**config.mk**
```make
export PLATFORM = sky130hd
export DESIGN_NAME = qsr_regs
export DESIGN_NICKNAME = d
export VERILOG_FILES = /design/src/qsr_pkg.sv /design/src/qsr_regs.sv /design/src/qsr_tap_decode.sv
export SDC_FILE = /design/constraint.sdc
export NUM_CORES = 1
export LEC_CHECK = 0
export ABC_CLOCK_PERIOD_IN_PS = 2100
export BUFFER_PORTS_ARGS = -buffer_cell sky130_fd_sc_hd__clkbuf_2
export CORE_ASPECT_RATIO = 1.2
export CORE_MARGIN = 5
export CORE_UTILIZATION = 40
export CTS_BUF_LIST = sky130_fd_sc_hd__clkbuf_16
export DETAILED_ROUTE_END_ITERATION = 10
export GPL_TIMING_DRIVEN = 1
export PLACE_DENSITY = 0.67
export SETUP_SLACK_MARGIN = 0.02
export SKIP_CTS_REPAIR_TIMING = 1
export SYNTH_ARGS = -nofsm -noshare
export SYNTH_HDL_FRONTEND = slang
export SYNTH_HIERARCHICAL = 1
export SYNTH_SLANG_ARGS = --single-unit
```
**constraint.sdc**
```tcl
create_clock -name pclk -period 2.1 [get_ports pclk]
set_input_delay 0.315 -clock pclk [delete_from_list [all_inputs] [get_ports pclk]]
set_output_delay 0.315 -clock pclk [all_outputs]
set_load 0.02 [all_outputs]
```
**src/qsr_pkg.sv**
```systemverilog
// Package: register map, field layout, reset values and shared types
package qsr_pkg;

  // Register byte offsets on the APB
  localparam logic [7:0] QSR_OFF_RXSTAT  = 8'h00;
  localparam logic [7:0] QSR_OFF_THRESH  = 8'h04;
  localparam logic [7:0] QSR_OFF_TAPS    = 8'h08;
  localparam logic [7:0] QSR_OFF_ISTAT   = 8'h0C;
  localparam logic [7:0] QSR_OFF_ICLR    = 8'h10;
  localparam logic [7:0] QSR_OFF_IEN     = 8'h14;
  localparam logic [7:0] QSR_OFF_SPACE   = 8'h18;

  // Field positions
  localparam int QSR_STATE_LSB  = 25;
  localparam int QSR_FIFO_LSB   = 16;
  localparam int QSR_BUFLEN_LSB = 0;
  localparam int QSR_CIN_LSB    = 8;
  localparam int QSR_DOUT_LSB   = 4;
  localparam int QSR_COUT_LSB   = 0;

  // Reset values
  localparam logic [4:0]  QSR_THRESH_RST = 5'h00;
  localparam logic [13:0] QSR_TAPS_RST   = 14'h0000;
  localparam logic [0:0]  QSR_IEN_RST    = 1'h0;
  localparam logic [4:0]  QSR_SPACE_RST  = 5'h00;

  // Number of interrupt sources
  localparam int QSR_NIRQ = 1;

  // Receive DMA status captured from the DMA engine
  typedef struct packed {
    logic [3:0] state;
    logic [4:0] fifo_count;
    logic [7:0] buf_len;
  } qsr_rxstat_s;

  // Delay tap codes, each code means code plus one taps
  typedef struct packed {
    logic [5:0] clk_in;
    logic [3:0] data_out;
    logic [3:0] clk_out;
  } qsr_taps_s;

  // Tap counts after the plus-one offset
  typedef struct packed {
    logic [6:0] clk_in;
    logic [4:0] data_out;
    logic [4:0] clk_out;
  } qsr_tapcnt_s;

  typedef enum logic [1:0] {
    QSR_IDLE,
    QSR_ACCESS
  } qsr_apb_e;

endpackage

```
**src/qsr_regs.sv**
```systemverilog
// Control and status register slice of the quad serial flash controller
//
// The register offsets and the APB interface to the registers were decided locally.

// Behaviour
// - Threshold interrupt set once control buffer free space reaches threshold
// - Clock input delay code gives code plus one taps, 1 to 64
// - Data output delay code gives code plus one taps, 1 to 16
// - Clock output delay code gives code plus one taps, 1 to 16
// - Receive DMA state read-only in status bits 28 to 25
// - Receive FIFO byte count read-only in status bits 20 to 16
// - Current receive buffer length read-only in status bits 7 to 0
// - Threshold bits 31 to 5 read zero, writes ignored
module qsr_regs (
  input  wire logic               pclk,
  input  wire logic               presetn,
  input  wire logic               ce,
  input  wire logic               psel,
  input  wire logic               penable,
  input  wire logic               pwrite,
  input  wire logic [7:0]         paddr,
  input  wire logic [31:0]        pwdata,
  input  wire logic [3:0]         pstrb,
  output logic                    pready,
  output logic      [31:0]        prdata,
  output logic                    pslverr,
  input  wire qsr_pkg::qsr_rxstat_s  rx_status,
  input  wire logic [4:0]         ctrl_free_space,
  output qsr_pkg::qsr_tapcnt_s    tap_counts,
  output qsr_pkg::qsr_taps_s      tap_codes,
  output logic      [4:0]         ctrl_threshold,
  output logic                    irq
);
  import qsr_pkg::*;

  qsr_apb_e    apb_q;
  qsr_apb_e    apb_d;
  qsr_rxstat_s rxstat_q;
  logic [4:0]  thresh_q;
  qsr_taps_s   taps_q;
  logic [QSR_NIRQ-1:0] istat_q;
  logic [QSR_NIRQ-1:0] ien_q;
  logic [4:0]  space_q;
  logic        reached_q;
  logic        irq_q;
  logic        pready_q;
  logic        pslverr_q;
  logic [31:0] prdata_q;

  // Decoding of the access phase
  wire acc     = psel && penable && !pready_q && ce;
  // Writes land on the edge where pready is seen high, not before
  wire wr      = psel && penable && pready_q && ce && pwrite;
  wire rd      = acc && !pwrite;
  wire hit_st  = paddr == QSR_OFF_RXSTAT;
  wire hit_th  = paddr == QSR_OFF_THRESH;
  wire hit_tp  = paddr == QSR_OFF_TAPS;
  wire hit_is  = paddr == QSR_OFF_ISTAT;
  wire hit_ic  = paddr == QSR_OFF_ICLR;
  wire hit_ie  = paddr == QSR_OFF_IEN;
  wire hit_sp  = paddr == QSR_OFF_SPACE;
  wire mapped  = hit_st | hit_th | hit_tp | hit_is | hit_ic | hit_ie
               | hit_sp;
  wire bad     = !mapped;

  // Threshold write takes only the low byte lane; upper bits not stored
  wire thr_we  = wr && hit_th && pstrb[0];
  wire tap_we0 = wr && hit_tp && pstrb[0];
  wire tap_we1 = wr && hit_tp && pstrb[1];
  wire ien_we  = wr && hit_ie && pstrb[0];
  wire clr_we  = wr && hit_ic && pstrb[0];

  // Level compare of free space against threshold
  wire reached = space_q >= thresh_q;
  // Edge into the reached condition raises the event
  wire th_evt  = reached && !reached_q;
  wire [QSR_NIRQ-1:0] clr_mask = clr_we ? pwdata[QSR_NIRQ-1:0] : '0;
  // Set wins over a clear in the same cycle
  wire [QSR_NIRQ-1:0] istat_d = (istat_q & ~clr_mask) | th_evt;

  function automatic logic [31:0] pack_status(input qsr_rxstat_s s);
    logic [31:0] w;
    w = '0;
    w[QSR_STATE_LSB +: 4]  = s.state;
    w[QSR_FIFO_LSB +: 5]   = s.fifo_count;
    w[QSR_BUFLEN_LSB +: 8] = s.buf_len;
    return w;
  endfunction

  wire [31:0] rd_status = pack_status(rxstat_q);
  wire [31:0] rd_thresh = {27'h0000000, thresh_q};
  wire [31:0] rd_taps   = {18'h00000, taps_q.clk_in, taps_q.data_out,
                           taps_q.clk_out};
  wire [31:0] rd_istat  = {{(32-QSR_NIRQ){1'b0}}, istat_q};
  wire [31:0] rd_ien    = {{(32-QSR_NIRQ){1'b0}}, ien_q};
  wire [31:0] rd_space  = {27'h0000000, space_q};
  wire [31:0] rd_mux    = hit_st ? rd_status :
                          hit_th ? rd_thresh :
                          hit_tp ? rd_taps   :
                          hit_is ? rd_istat  :
                          hit_ie ? rd_ien    :
                          hit_sp ? rd_space  : 32'h00000000;

  always_comb begin
    apb_d = apb_q;
    unique case (apb_q)
      QSR_IDLE:   if (psel && !penable) apb_d = QSR_ACCESS;
      QSR_ACCESS: if (pready_q) apb_d = QSR_IDLE;
    endcase
  end

  // Bus slave: one wait state, answer registered
  always_ff @(posedge pclk or negedge presetn) begin
    if (!presetn) begin
      apb_q     <= QSR_IDLE;
      pready_q  <= 1'b0;
      pslverr_q <= 1'b0;
      prdata_q  <= 32'h00000000;
    end else if (ce) begin
      apb_q     <= apb_d;
      pready_q  <= acc;
      pslverr_q <= acc && bad;
      if (rd) begin
        prdata_q <= rd_mux;
      end
    end
  end

  // Status fields follow the DMA engine only; bus writes never reach them
  always_ff @(posedge pclk or negedge presetn) begin
    if (!presetn) begin
      rxstat_q <= '0;
    end else if (ce) begin
      rxstat_q <= rx_status;
    end
  end

  always_ff @(posedge pclk or negedge presetn) begin
    if (!presetn) begin
      thresh_q <= QSR_THRESH_RST;
    end else if (ce && thr_we) begin
      thresh_q <= pwdata[4:0];
    end
  end

  always_ff @(posedge pclk or negedge presetn) begin
    if (!presetn) begin
      taps_q <= QSR_TAPS_RST;
    end else if (ce) begin
      if (tap_we0) begin
        taps_q.data_out <= pwdata[QSR_DOUT_LSB +: 4];
        taps_q.clk_out  <= pwdata[QSR_COUT_LSB +: 4];
      end
      if (tap_we1) begin
        taps_q.clk_in <= pwdata[QSR_CIN_LSB +: 6];
      end
    end
  end

  // Free space registered so the compare sees a clean value
  always_ff @(posedge pclk or negedge presetn) begin
    if (!presetn) begin
      space_q   <= QSR_SPACE_RST;
      // Reset values already meet the compare; no false event after reset
      reached_q <= 1'b1;
    end else if (ce) begin
      space_q   <= ctrl_free_space;
      reached_q <= reached;
    end
  end

  always_ff @(posedge pclk or negedge presetn) begin
    if (!presetn) begin
      istat_q <= '0;
      ien_q   <= QSR_IEN_RST;
      irq_q   <= 1'b0;
    end else if (ce) begin
      istat_q <= istat_d;
      if (ien_we) begin
        ien_q <= pwdata[QSR_NIRQ-1:0];
      end
      irq_q <= |(istat_d & (ien_we ? pwdata[QSR_NIRQ-1:0] : ien_q));
    end
  end

  qsr_tap_decode u_taps (
    .pclk     (pclk),
    .presetn  (presetn),
    .ce       (ce),
    .codes    (taps_q),
    .counts_q (tap_counts)
  );

  assign pready         = pready_q;
  assign pslverr        = pslverr_q;
  assign prdata         = prdata_q;
  assign irq            = irq_q;
  assign ctrl_threshold = thresh_q;
  assign tap_codes      = taps_q;

  // Edge into reached sets the status bit next cycle
  thresh_evt_a: assert property (@(posedge pclk) disable iff (!presetn)
    ce && th_evt |=> istat_q[0])
    else $error("threshold event did not set status");

  irq_level_a: assert property (@(posedge pclk) disable iff (!presetn)
    ce && $past(ce) |-> irq_q == $past(|(istat_d & (ien_we ?
      pwdata[QSR_NIRQ-1:0] : ien_q))))
    else $error("interrupt level wrong");

  clkin_tap_a: assert property (@(posedge pclk) disable iff (!presetn)
    ce |=> tap_counts.clk_in == {1'b0, $past(taps_q.clk_in)} + 7'h01)
    else $error("clock input tap count wrong");

  dout_tap_a: assert property (@(posedge pclk) disable iff (!presetn)
    ce |=> tap_counts.data_out == {1'b0, $past(taps_q.data_out)} + 5'h01)
    else $error("data output tap count wrong");

  cout_tap_a: assert property (@(posedge pclk) disable iff (!presetn)
    ce |=> tap_counts.clk_out == {1'b0, $past(taps_q.clk_out)} + 5'h01)
    else $error("clock output tap count wrong");

  state_read_a: assert property (@(posedge pclk) disable iff (!presetn)
    rd && hit_st |=> prdata_q[28:25] == $past(rxstat_q.state))
    else $error("receive state read wrong");

  fifo_read_a: assert property (@(posedge pclk) disable iff (!presetn)
    rd && hit_st |=> prdata_q[20:16] == $past(rxstat_q.fifo_count)
      && prdata_q[24:21] == 4'h0)
    else $error("fifo count read wrong");

  buflen_read_a: assert property (@(posedge pclk) disable iff (!presetn)
    rd && hit_st |=> prdata_q[7:0] == $past(rxstat_q.buf_len)
      && prdata_q[15:8] == 8'h00)
    else $error("buffer length read wrong");

  thr_upper_a: assert property (@(posedge pclk) disable iff (!presetn)
    rd && hit_th |=> prdata_q[31:5] == 27'h0000000)
    else $error("threshold upper bits not zero");

  status_ro_a: assert property (@(posedge pclk) disable iff (!presetn)
    ce && wr && hit_st |=> rxstat_q == $past(rx_status))
    else $error("status changed by a write");

endmodule

```
**src/qsr_tap_decode.sv**
```systemverilog
// Tap decoder: turns tap codes into registered tap counts
module qsr_tap_decode (
  input  wire logic              pclk,
  input  wire logic              presetn,
  input  wire logic              ce,
  input  wire qsr_pkg::qsr_taps_s   codes,
  output qsr_pkg::qsr_tapcnt_s   counts_q
);
  import qsr_pkg::*;

  qsr_tapcnt_s counts_d;

  assign counts_d.clk_in   = {1'b0, codes.clk_in} + 7'h01;
  assign counts_d.data_out = {1'b0, codes.data_out} + 5'h01;
  assign counts_d.clk_out  = {1'b0, codes.clk_out} + 5'h01;

  always_ff @(posedge pclk or negedge presetn) begin
    if (!presetn) begin
      counts_q <= '0;
    end else if (ce) begin
      counts_q <= counts_d;
    end
  end

endmodule

```
==> metrics.md, run 1 <==
| Metric | Value |
|---|---|
| Final Routed Wirelength | slightly below 10000 um |
| Fin cells | around 580 |
| CTS tree | yes |
| Global-route wire length before repair | between 15000 and 20000 um |
| Number of placed I/O pins | approximately 140 |
| Cell Area, Synth | ~4000 sq um |
| Internal power | approximately 2.7 mW |
| Vias per cell | around 5.2 |
| Top FF cell, synth | dfrtp_1 |
| Vias in the first global route | between 3000 and 4000 |
| Top-area cell type share of the netlist area | a little over half |
| RSZ-0062 raised after global routing | false |
| Combinational share of power | 9.4% |
| Syn. warnings | 6 |
| Final setup fails | 0 |
| Final period util | 86.5% |
| Num CTS Buffers | 9 |
| Failing checks | hold timing |
| Clock root buffer | clkbuf_16 |
| Hold Crit Class | in2async |
| Initial Utilization | between 40 and 50% |
| Layout Skew | between 0.007 and 0.008 ns |
| # port buffers | between 100 and 150 |
| Synth Instances | between 300 and 400 |
| Net Sw Frac | 25.2% |
| Nets | 536 |
| Clk_lat worst skew | 0.33 ns |
| Placer Congestion | between 0.8 and 0.9 |
| Peak VDD IR | ~0.39 mV |
| Flop pwr share | around half |
| Period minus WS final | ~1.8 ns |
| Max-cap violations | 0 |
| Post-synth top area cell | dfrtp_1 |
| Die X | roughly 100 um |
| Post-Synth XOR/XNOR Area | ~1.5% |
| Synth top area cells | dfrtp_1 (54%), mux2_2 (12%), a22o_1 (4.0%), ha_1 (2.5%), nor4_4 (2.2%) |
| Total clock sinks | 87 |
| Inserted Diodes | 0 |
| Slew HR | 60.9% |
| Clock Tree Buf Depth | 2 |
| Endpoint class of the critical path | register |
| Largest net degree at the start of global routing | 45 |
| Setup TNS Final | 0 ns |
| # H-tree levels | 3 |
| Clk pin slew, worst setup/hold paths | 0.06 ns |
| Layout cell share with drive strength beyond 1 | about 44% |
| Leakage | ~2.5 nW |
| Switching power | about 0.9 mW |
| Max Clk Rate | around 550 MHz |
| Routed wire per std cell | 16.7 um |
| Seq/Total Area, Yosys | between 50% and 60% |
| Avg Cell Area, Syn | 12.2 sq um |
| # DRC | 0 |
| HPWL after DPL | around 7300 um |
| Placed cell count | about 570 |
| Element type at the critical path start | register |
| Detailed router's first-iteration violation count | ~160 |
| Status | finished, violations left |
| Vias | 3045 |
| Measured slew at the worst slew-check pin | roughly 0.59 ns |
| # rows | 39 |
| Post-Synth Simple-Gate Area | under 10% |
| Synth Area in Adders | approximately 2.5% |
| Worst EP required | roughly 2.3 ns |
| Slew Viols, Final | 0 |
| Post-synth ARST share | 100% |
| Area growth from synthesis to layout | 27.4% |
| Post-synth EDFFs | 0 |
| Worst-path fanout max | 18 |
| Initial antenna violation count | 0 |
| Crit path DAT | 2.01 ns |
| DIE AREA | around 12000 sq um |
| Final hold slack | -0.0162 ns |
| Die height | 119 um |
| Mux contribution to synthesized area | ~13% |
| Post-synthesis compound-gate area fraction | 12.5% |
| GRT Total Usage | between 15 and 20% |
| Routed Antenna Nets | 0 |
| WS Path Type | reg2reg |
| Clock network fraction of total power | 40.9% |
| Cell variety after synth | 51 |
| Post-synthesis register bit count | between 80 and 90 |
| Power per standard cell area | 713 nW/um^2 |
| 1st-pass router iterations | 4 |
| Largest family of logic cells by synthesized area | multiplexers |
| Core area | 9610 sq um |
| Hold Vio Cnt, Final | 19 |
| Grt ovf | 0 |
## final cells by class
cell class | count | area, sq um
Sequential cell | 87 | 2180
Inverter | 19 | 71.3
Multi-Input combinational cell | 203 | 1610
Timing Repair Buffer | 136 | 753
Clock buffer | 9 | 225
Fill cell | 867 | 4570
Clock inverter | 7 | 46.3
Tap cell | 123 | 154
## cell usage after synthesis (all sizes together), types with 7 or more instances
master,instances
nor2,13
a22o,18
buf,15
inv,19
clkbuf,9
dfrtp,86
nand2,11
nand3,7
a21oi,12
o21ai,14
mux2,42
ha,8
## sequential cells by signal, summed over array words and instances (netlist names)
name             cells
pslverr              1
prdata              23
istat_q              1
tap_codes           14
irq                  1
u_taps/counts_q     17
space_q              5
pready               1
ien_q                1
reached_q            1
ctrl_threshold       5
rd_status           17
## worst max-delay path: stages, from the launching register on
cell and delay, ns:
dfrtp_1 0.42, nand4b_1 0.21, or2_2 0.49, buf_4 0.26, a31oi_1 0.20, a22oi_1 0.10
## layout by cell type, fill, tap and decap left out, types with 2 or more instances in the layout
| cell | synthesis | final |
|---|---|---|
| a2111oi_0 | 2 | 2 |
| a211oi_1 | 2 | 2 |
| a21o_1 | 3 | 3 |
| a21oi_1 | 12 | 12 |
| a22o_1 | 18 | 18 |
| a22oi_1 | 4 | 4 |
| a31oi_1 | 2 | 2 |
| and3_1 | 2 | 2 |
| buf_4 | 9 | 23 |
| clkbuf_16 | 0 | 9 |
| clkbuf_2 | 0 | 112 |
| clkinv_2 | 0 | 2 |
| clkinvlp_4 | 0 | 2 |
| conb_1 | 1 | 9 |
| dfrtp_1 | 86 | 86 |
| ha_1 | 8 | 8 |
| inv_1 | 19 | 19 |
| inv_6 | 0 | 2 |
| mux2_2 | 42 | 42 |
| mux2i_1 | 6 | 6 |
| nand2_1 | 11 | 11 |
| nand2b_1 | 2 | 2 |
| nand3_1 | 7 | 7 |
| nand3b_1 | 2 | 2 |
| nand4_1 | 6 | 6 |
| nor2_1 | 13 | 13 |
| nor2b_1 | 2 | 2 |
| nor3_1 | 3 | 2 |
| nor4_4 | 4 | 4 |
| o21ai_0 | 14 | 14 |
| o22a_1 | 3 | 3 |
| xnor2_1 | 4 | 4 |
| xor2_1 | 3 | 3 |
## stage by stage
step / setup slack (ns) / util, % / power [mW] / instance area [sq um]
floorplan: 0.138 / - / 2.00 / 3990
detailed placement: -0.00697 / 49.6 / 2.16 / 4770
finish: 0.284 / 52.4 / 3.59 / 5040
global placement: 0.0224 / 49.6 / 2.15 / 4770
global route: 0.170 / 52.4 / 3.76 / 5040
CTS: 0.280 / 52.4 / 3.64 / 5040
## logic make-up after synthesis
group                    Yosys count
AO/OA/AOI/OAI                     70
XOR/XNOR                           7
adder cells (fa/ha/maj)            8
buffers and inverters             43
flip-flops                        87
multiplexers                      48
other                              1
AND/OR/NAND/NOR                   61
## routing by layer
layer,global-route usage [%],wire (um),vias up
li1,-,-,1430
met1,22.5,4230,1488
met4,6.32,174,0
met2,26.5,4710,114
met3,3.63,642,13
met5,0,0,-
## power groups by stage
stage	Clock [mW]	Sequential, mW	Combinational, mW
detailed placement	0	1.82	0.342
floorplan	0	1.83	0.164
CTS	1.51	1.79	0.345
finish	1.47	1.79	0.339
global route	1.59	1.79	0.377
global placement	0	1.81	0.333
## final timing paths
| check | start | to | slack [ns] | cells past startpoint |
|---|---|---|---|---|
| max reg2reg | pready | prdata[0] | 0.28 | 5 |
| min reg2reg | rd_status[5] | prdata[5] | 0.48 | 1 |
| max | pready | prdata[0] | 0.28 | 5 |
| max in group asynchronous | presetn | prdata[28] | 1.52 | 2 |
| min in group pclk | ctrl_free_space[0] | space_q[0] | 0.20 | 3 |
| min | presetn | ctrl_threshold[3] | -0.02 | 1 |
Power figures use the tool's default switching activity.
==> run 2: changes to the inputs <==
- ABC_CLOCK_PERIOD_IN_PS: 2100 -> 2110
- clock period: 2.1 -> 2.11 ns (I/O delays scaled with it)
==> run 2 against run 1 <==
- the flow still finishes with violations (hold timing)
- worst setup slack gained 0.066 ns
- clock-buffer cell count is the same
- wire length unchanged
==> metrics.md, run 2 (synthesis results as in run 1) <==
| Metric | Value |
|---|---|
| Status | finished, violations left (unchanged) |
| Failing checks | hold timing (unchanged) |
| Max Clk Rate | 568 MHz (was 551 MHz) |
| Nets | 536 (unchanged) |
| Global-route wire length before repair | 15800 um (was 15900 um) |
| Slew HR | 64.7% (was 60.9%) |
| Switching power | 0.895 mW (was 0.904 mW) |
| Clk_lat worst skew | 0.34 ns (was 0.33 ns) |
| Largest register FFs | 23 (unchanged) |
| Combinational share of power | 9.1% (was 9.4%) |
| Worst-path fanout max | 18 (unchanged) |
| Util after Layout | 52.7% (was 52.4%) |
| Core area | 9610 sq um (unchanged) |
| Power per standard cell area | 729 nW/um^2 (was 713 nW/um^2) |
| Die height | 119 um (unchanged) |
| Slowest-stage cell, CP | or2_2 (unchanged) |
| Endpoint class of the critical path | register (unchanged) |
| Vias per cell | 5.17 (was 5.21) |
| GR Util met3 | 4.39% (was 3.63%) |
| Vias in the first global route | 3102 (was 3097) |
| # DRC | 0 (unchanged) |
| Setup WS post-layout | 0.350 ns (was 0.284 ns) |
| HPWL after DPL | 7270 um (was 7300 um) |
| Placer Congestion | 0.830 (was 0.828) |
| Placed inst area | 4770 sq um (unchanged) |
| Internal power | 2.80 mW (was 2.69 mW) |
| Final Routed Wirelength | 9770 um (unchanged) |
| Measured slew at the worst slew-check pin | 0.516 ns (was 0.586 ns) |
| Filler cell count | 886 (was 867) |
| Final setup fails | 0 (unchanged) |
| CP max stage delay | 0.47 ns (was 0.49 ns) |
| Grt ovf | 0 (unchanged) |
| Largest net degree at the start of global routing | 44 (was 45) |
| Clock Tree Buf Depth | 2 (unchanged) |
| Number of placed I/O pins | 143 (unchanged) |
| Period minus WS final | 1.76 ns (was 1.82 ns) |
| Final period util | 83.4% (was 86.5%) |
| # H-tree levels | 3 (unchanged) |
| CTS tree | yes (unchanged) |
| Routed wire per std cell | 16.7 um (unchanged) |
| Initial antenna violation count | 0 (unchanged) |
| Hold Vio Cnt, Final | 40 (was 19) |
| Clock root buffer | clkbuf_16 (unchanged) |
| Commonest non-fill, non-tap cell in the layout | clkbuf_2 (unchanged) |
| Clock network fraction of total power | 42.7% (was 40.9%) |
| Worst EP required | 2.31 ns (was 2.29 ns) |
| RSZ-0062 raised after global routing | false (unchanged) |
| Area growth from synthesis to layout | 28.1% (was 27.4%) |
| Layout Skew | 0.00726 ns (was 0.00710 ns) |
| Setup TNS Final | 0 ns (unchanged) |
| Met1 Usage GRT | 21.4% (was 22.5%) |
| Post-Layout Inst Area | 5070 sq um (was 5040 sq um) |
| Inserted Diodes | 0 (unchanged) |
| Hold Crit Class | in2async (unchanged) |
| Total clock sinks | 87 (unchanged) |
| Element type at the critical path start | register (unchanged) |
| Num CTS Buffers | 9 (unchanged) |
| Commonest cells after routing, fill and taps aside | clkbuf_2 (112), dfrtp_1 (86), mux2_2 (42) (unchanged) |
| Crit path DAT | 1.96 ns (was 2.01 ns) |
| Layout cell share with drive strength beyond 1 | 43.6% (unchanged) |
| Initial Utilization | 41.2% (unchanged) |
| Routed Antenna Nets | 0 (unchanged) |
| Slew Viols, Final | 0 (unchanged) |
| Gr busiest metal | met2 (unchanged) |
| Max-cap violations | 0 (unchanged) |
| Fin cells | 584 (unchanged) |
| # port buffers | 113 (unchanged) |
| DIE AREA | 12000 sq um (unchanged) |
| 1st-pass router iterations | 5 (was 4) |
| Flop pwr share | 48.2% (was 49.7%) |
| Leakage | 2.56 nW (was 2.54 nW) |
| Final hold slack | -0.0355 ns (was -0.0162 ns) |
| WS Path Type | reg2reg (unchanged) |
| Met2 GRT Util | 27.0% (was 26.5%) |
| Die X | 101 um (unchanged) |
| GRT Total Usage | 16.7% (was 16.8%) |
| Net Sw Frac | 24.2% (was 25.2%) |
| Vias | 3017 (was 3045) |
| Peak VDD IR | 0.381 mV (was 0.392 mV) |
| # rows | 39 (unchanged) |
| Critical Path, Cell by Cell | nand4b_1 -> or2_2 -> buf_4 -> a31oi_1 -> a22oi_1 (unchanged) |
| Detailed router's first-iteration violation count | 112 (was 156) |
| Placed cell count | 568 (unchanged) |
| Dpl ws | 0.00640 ns (was -0.00697 ns) |
| Clk pin slew, worst setup/hold paths | 0.06 ns (about the same) |
[run 2: final timing paths]
kind | slack (ns) | depth (start not counted) | start | endpoint
min in group pclk | 0.20 | 3 | ctrl_free_space[0] | space_q[0]
hold / removal | -0.04 | 1 | presetn | ctrl_threshold[3]
setup reg to reg | 0.35 | 5 | pready | prdata[0]
setup / recovery | 0.35 | 5 | pready | prdata[0]
hold reg to reg | 0.48 | 1 | rd_status[6] | prdata[6]
max in group asynchronous | 1.55 | 2 | presetn | prdata[16]
[run 2: stage by stage]
stage               power, mW  hold slack, ns
floorplan                1.99          0.0209
global placement         2.14           0.342
detailed placement       2.15           0.347
CTS                      3.74         -0.0160
global route             3.85         0.00806
finish                   3.69         -0.0355
[run 2: final cells by class]
class                           instances  area, sq um  share of cell area, %
Clock buffer                            9          225                   4.45
Clock inverter                          7         72.6                   1.43
Inverter                               19         71.3                   1.41
Multi-Input combinational cell        203         1610                   31.8
Sequential cell                        87         2180                   43.0
Tap cell                              123          154                   3.04
Timing Repair Buffer                  136          753                   14.9
[run 2: worst max-delay path, delay by kind of cell (launching register included)]
family,cells,cell delay [ns]
AO/OA/AOI/OAI,2,0.27
buffers and inverters,1,0.25
flip-flops,1,0.42
AND/OR/NAND/NOR,2,0.68
[run 2: per-layer routing]
layer	vias up	wire, um
li1	1423	-
met1	1485	4130
met2	97	4810
met3	12	660
met4	0	161
met5	-	0
[run 2: power groups by stage]
stage | clock network (mW) | registers (mW) | logic, mW
after floorplan | 0 | 1.83 | 0.163
after global routing | 1.69 | 1.79 | 0.374
after global placement | 0 | 1.81 | 0.331
after detailed placement | 0 | 1.81 | 0.338
after CTS | 1.62 | 1.78 | 0.342
final | 1.58 | 1.78 | 0.337
==> run 3: changes to the inputs <==
- ABC_CLOCK_PERIOD_IN_PS: 2110 -> 1750
- clock period: 2.11 -> 1.75 ns (I/O delays scaled with it)
==> run 3 against run 2 <==
- the run now ends clean
- core utilization increased by 1.0 points
- sequential share of layout area decreased by 0.81 points
- clock skew increased by 0.00061 ns
- maximum frequency increased by 8.7%
- clock power increased by 19%
- largest cell class unchanged
- largest power group unchanged
==> metrics.md, run 3 (synthesis results as in run 1) <==
| Metric | Value |
|---|---|
| Number of cells on the critical path | 5 (unchanged) |
| Slowest-stage cell, CP | dfrtp_2 (was or2_2) |
| Layout cell share with drive strength beyond 1 | 44.7% (was 43.6%) |
| Nets | 545 (was 536) |
| Hold Vio Cnt, Final | 0 (was 40) |
| Dpl ws | -0.166 ns (was 0.00640 ns) |
| Top sig layer | met4 (unchanged) |
| Vias in the first global route | 3155 (was 3102) |
| Routed Antenna Nets | 0 (unchanged) |
| Cells on worst reg2reg path | 5 (unchanged) |
| Layout Skew | 0.00787 ns (was 0.00726 ns) |
| Detailed router's first-iteration violation count | 155 (was 112) |
| Measured slew at the worst slew-check pin | 0.520 ns (was 0.516 ns) |
| Critical Path, Cell by Cell | nand4_1 -> nor2_1 -> and4_1 -> buf_4 -> mux2_2 (was nand4b_1 -> or2_2 -> buf_4 -> a31oi_1 -> a22oi_1) |
| Vias | 3095 (was 3017) |
| Crit path DAT | 1.84 ns (was 1.96 ns) |
| Number of placed I/O pins | 143 (unchanged) |
| Routed wl met2 | 4700 um (was 4810 um) |
| Clk pin slew, worst setup/hold paths | 0.06 ns (about the same) |
| Global-route wire length before repair | 15700 um (was 15800 um) |
| Leakage | 2.60 nW (was 2.56 nW) |
| Num CTS Buffers | 9 (unchanged) |
| GRT Total Usage | 16.7% (about the same) |
| Final Routed Wirelength | 9780 um (was 9770 um) |
| Filler cell count | 866 (was 886) |
| Slew HR | 64.4% (was 64.7%) |
| Die height | 119 um (unchanged) |
| Worst-path fanout max | 5 (was 18) |
| Largest register FFs | 23 (unchanged) |
| Combinational share of power | 9.5% (was 9.1%) |
| Flop pwr share | 48.2% (about the same) |
| Max Clk Rate | 618 MHz (was 568 MHz) |
| CTS tree | yes (unchanged) |
| Switching power | 1.07 mW (was 0.895 mW) |
| Met3 routed WL | 720 um (was 660 um) |
| # rows | 39 (unchanged) |
| Area growth from synthesis to layout | 30.6% (was 28.1%) |
| 1st-pass router iterations | 4 (was 5) |
| Wl on met1 | 4180 um (was 4130 um) |
| Total clock sinks | 87 (unchanged) |
| Util after Layout | 53.7% (was 52.7%) |
| Net Sw Frac | 24.0% (was 24.2%) |
| Power per standard cell area | 861 nW/um^2 (was 729 nW/um^2) |
| # DRC | 0 (unchanged) |
| Hold depth | 3 |
| Core area | 9610 sq um (unchanged) |
| Commonest cells after routing, fill and taps aside | clkbuf_2 (112), dfrtp_1 (85), mux2_2 (35) (was clkbuf_2 (112), dfrtp_1 (86), mux2_2 (42)) |
| CP delay by family, top | simple AND/OR/NAND/NOR gates (unchanged) |
| DIE AREA | 12000 sq um (unchanged) |
| Buffers & Inverters on Critical Path | 1 (unchanged) |
| Worst EP required | 1.97 ns (was 2.31 ns) |
| Hold Crit Class | in2reg (was in2async) |
| Internal power | 3.38 mW (was 2.80 mW) |
| WS Path Type | reg2reg (unchanged) |
| RSZ-0062 raised after global routing | false (unchanged) |
| Commonest non-fill, non-tap cell in the layout | clkbuf_2 (unchanged) |
| # H-tree levels | 3 (unchanged) |
| Final period util | 92.5% (was 83.4%) |
| Setup WS post-layout | 0.131 ns (was 0.350 ns) |
| Routed wire per std cell | 16.5 um (was 16.7 um) |
| Peak VDD IR | 0.546 mV (was 0.381 mV) |
| Clock root buffer | clkbuf_16 (unchanged) |
| Inserted Diodes | 0 (unchanged) |
| Clock Tree Buf Depth | 2 (unchanged) |
| HPWL after DPL | 7400 um (was 7270 um) |
| Clk_lat worst skew | 0.34 ns (about the same) |
| Largest net degree at the start of global routing | 46 (was 44) |
| Period minus WS final | 1.62 ns (was 1.76 ns) |
| Initial antenna violation count | 0 (unchanged) |
| Initial Utilization | 41.2% (unchanged) |
| CP max stage delay | 0.41 ns (was 0.47 ns) |
| Vias per cell | 5.22 (was 5.17) |
| Element type at the critical path start | register (unchanged) |
| Setup TNS Final | 0 ns (unchanged) |
| Clock network fraction of total power | 42.3% (was 42.7%) |
| # port buffers | 113 (unchanged) |
| Max-cap violations | 0 (unchanged) |
| Slew Viols, Final | 0 (unchanged) |
| Final setup fails | 0 (unchanged) |
| Endpoint class of the critical path | register (unchanged) |
| Status | finished clean (was finished, violations left) |
| Grt ovf | 0 (unchanged) |
| Placer Congestion | 0.821 (was 0.830) |
| Die X | 101 um (unchanged) |
-- run 3: routing by layer --
layer / vias to the layer above / global-route usage, %
met5: - / 0
met4: 0 / 7.50
met3: 14 / 3.98
met2: 102 / 26.8
met1: 1537 / 21.3
li1: 1442 / -
-- run 3: stage by stage --
stage	instance area (sq um)	power [mW]	hold WS (ns)	std cells
2_1_floorplan	4040	2.40	-0.0331	333
3_3_place_gp	4860	2.59	0.229	576
5_1_grt	5170	4.65	0.141	593
3_5_place_dp	4860	2.61	0.230	576
6_report	5170	4.45	0.135	593
4_1_cts	5160	4.51	-0.132	592
-- run 3: tightest hold or removal path: stages --
cell and delay [ns]:
clkbuf_2 0.08, nand2_1 0.04, o21ai_0 0.06
-- run 3: worst paths after layout --
kind	from	to	slack, ns
min in group asynchronous	presetn	u_taps/counts_q[2]	0.40
setup / recovery	pready	ctrl_threshold[1]	0.13
setup reg to reg	pready	ctrl_threshold[1]	0.13
hold / removal	rx_status[0]	rd_status[0]	0.14
max in group asynchronous	presetn	tap_codes[13]	0.78
hold reg to reg	rd_status[5]	prdata[5]	0.48
-- run 3: cell type report --
cell class | instances | area (sq um) | share of cell area (%)
Tap cell | 123 | 154 | 2.98
Inverter | 19 | 71.3 | 1.38
Sequential cell | 87 | 2180 | 42.2
Multi-Input combinational cell | 203 | 1640 | 31.8
Clock inverter | 7 | 70.1 | 1.36
Clock buffer | 9 | 225 | 4.36
Timing Repair Buffer | 145 | 823 | 15.9
-- run 3: power by group through the flow --
stage	Combinational, mW	Sequential [mW]	Clock, mW
finish	0.421	2.14	1.88
global route	0.469	2.15	2.03
CTS	0.426	2.15	1.94
detailed placement	0.425	2.18	0
global placement	0.416	2.18	0
floorplan	0.201	2.20	0
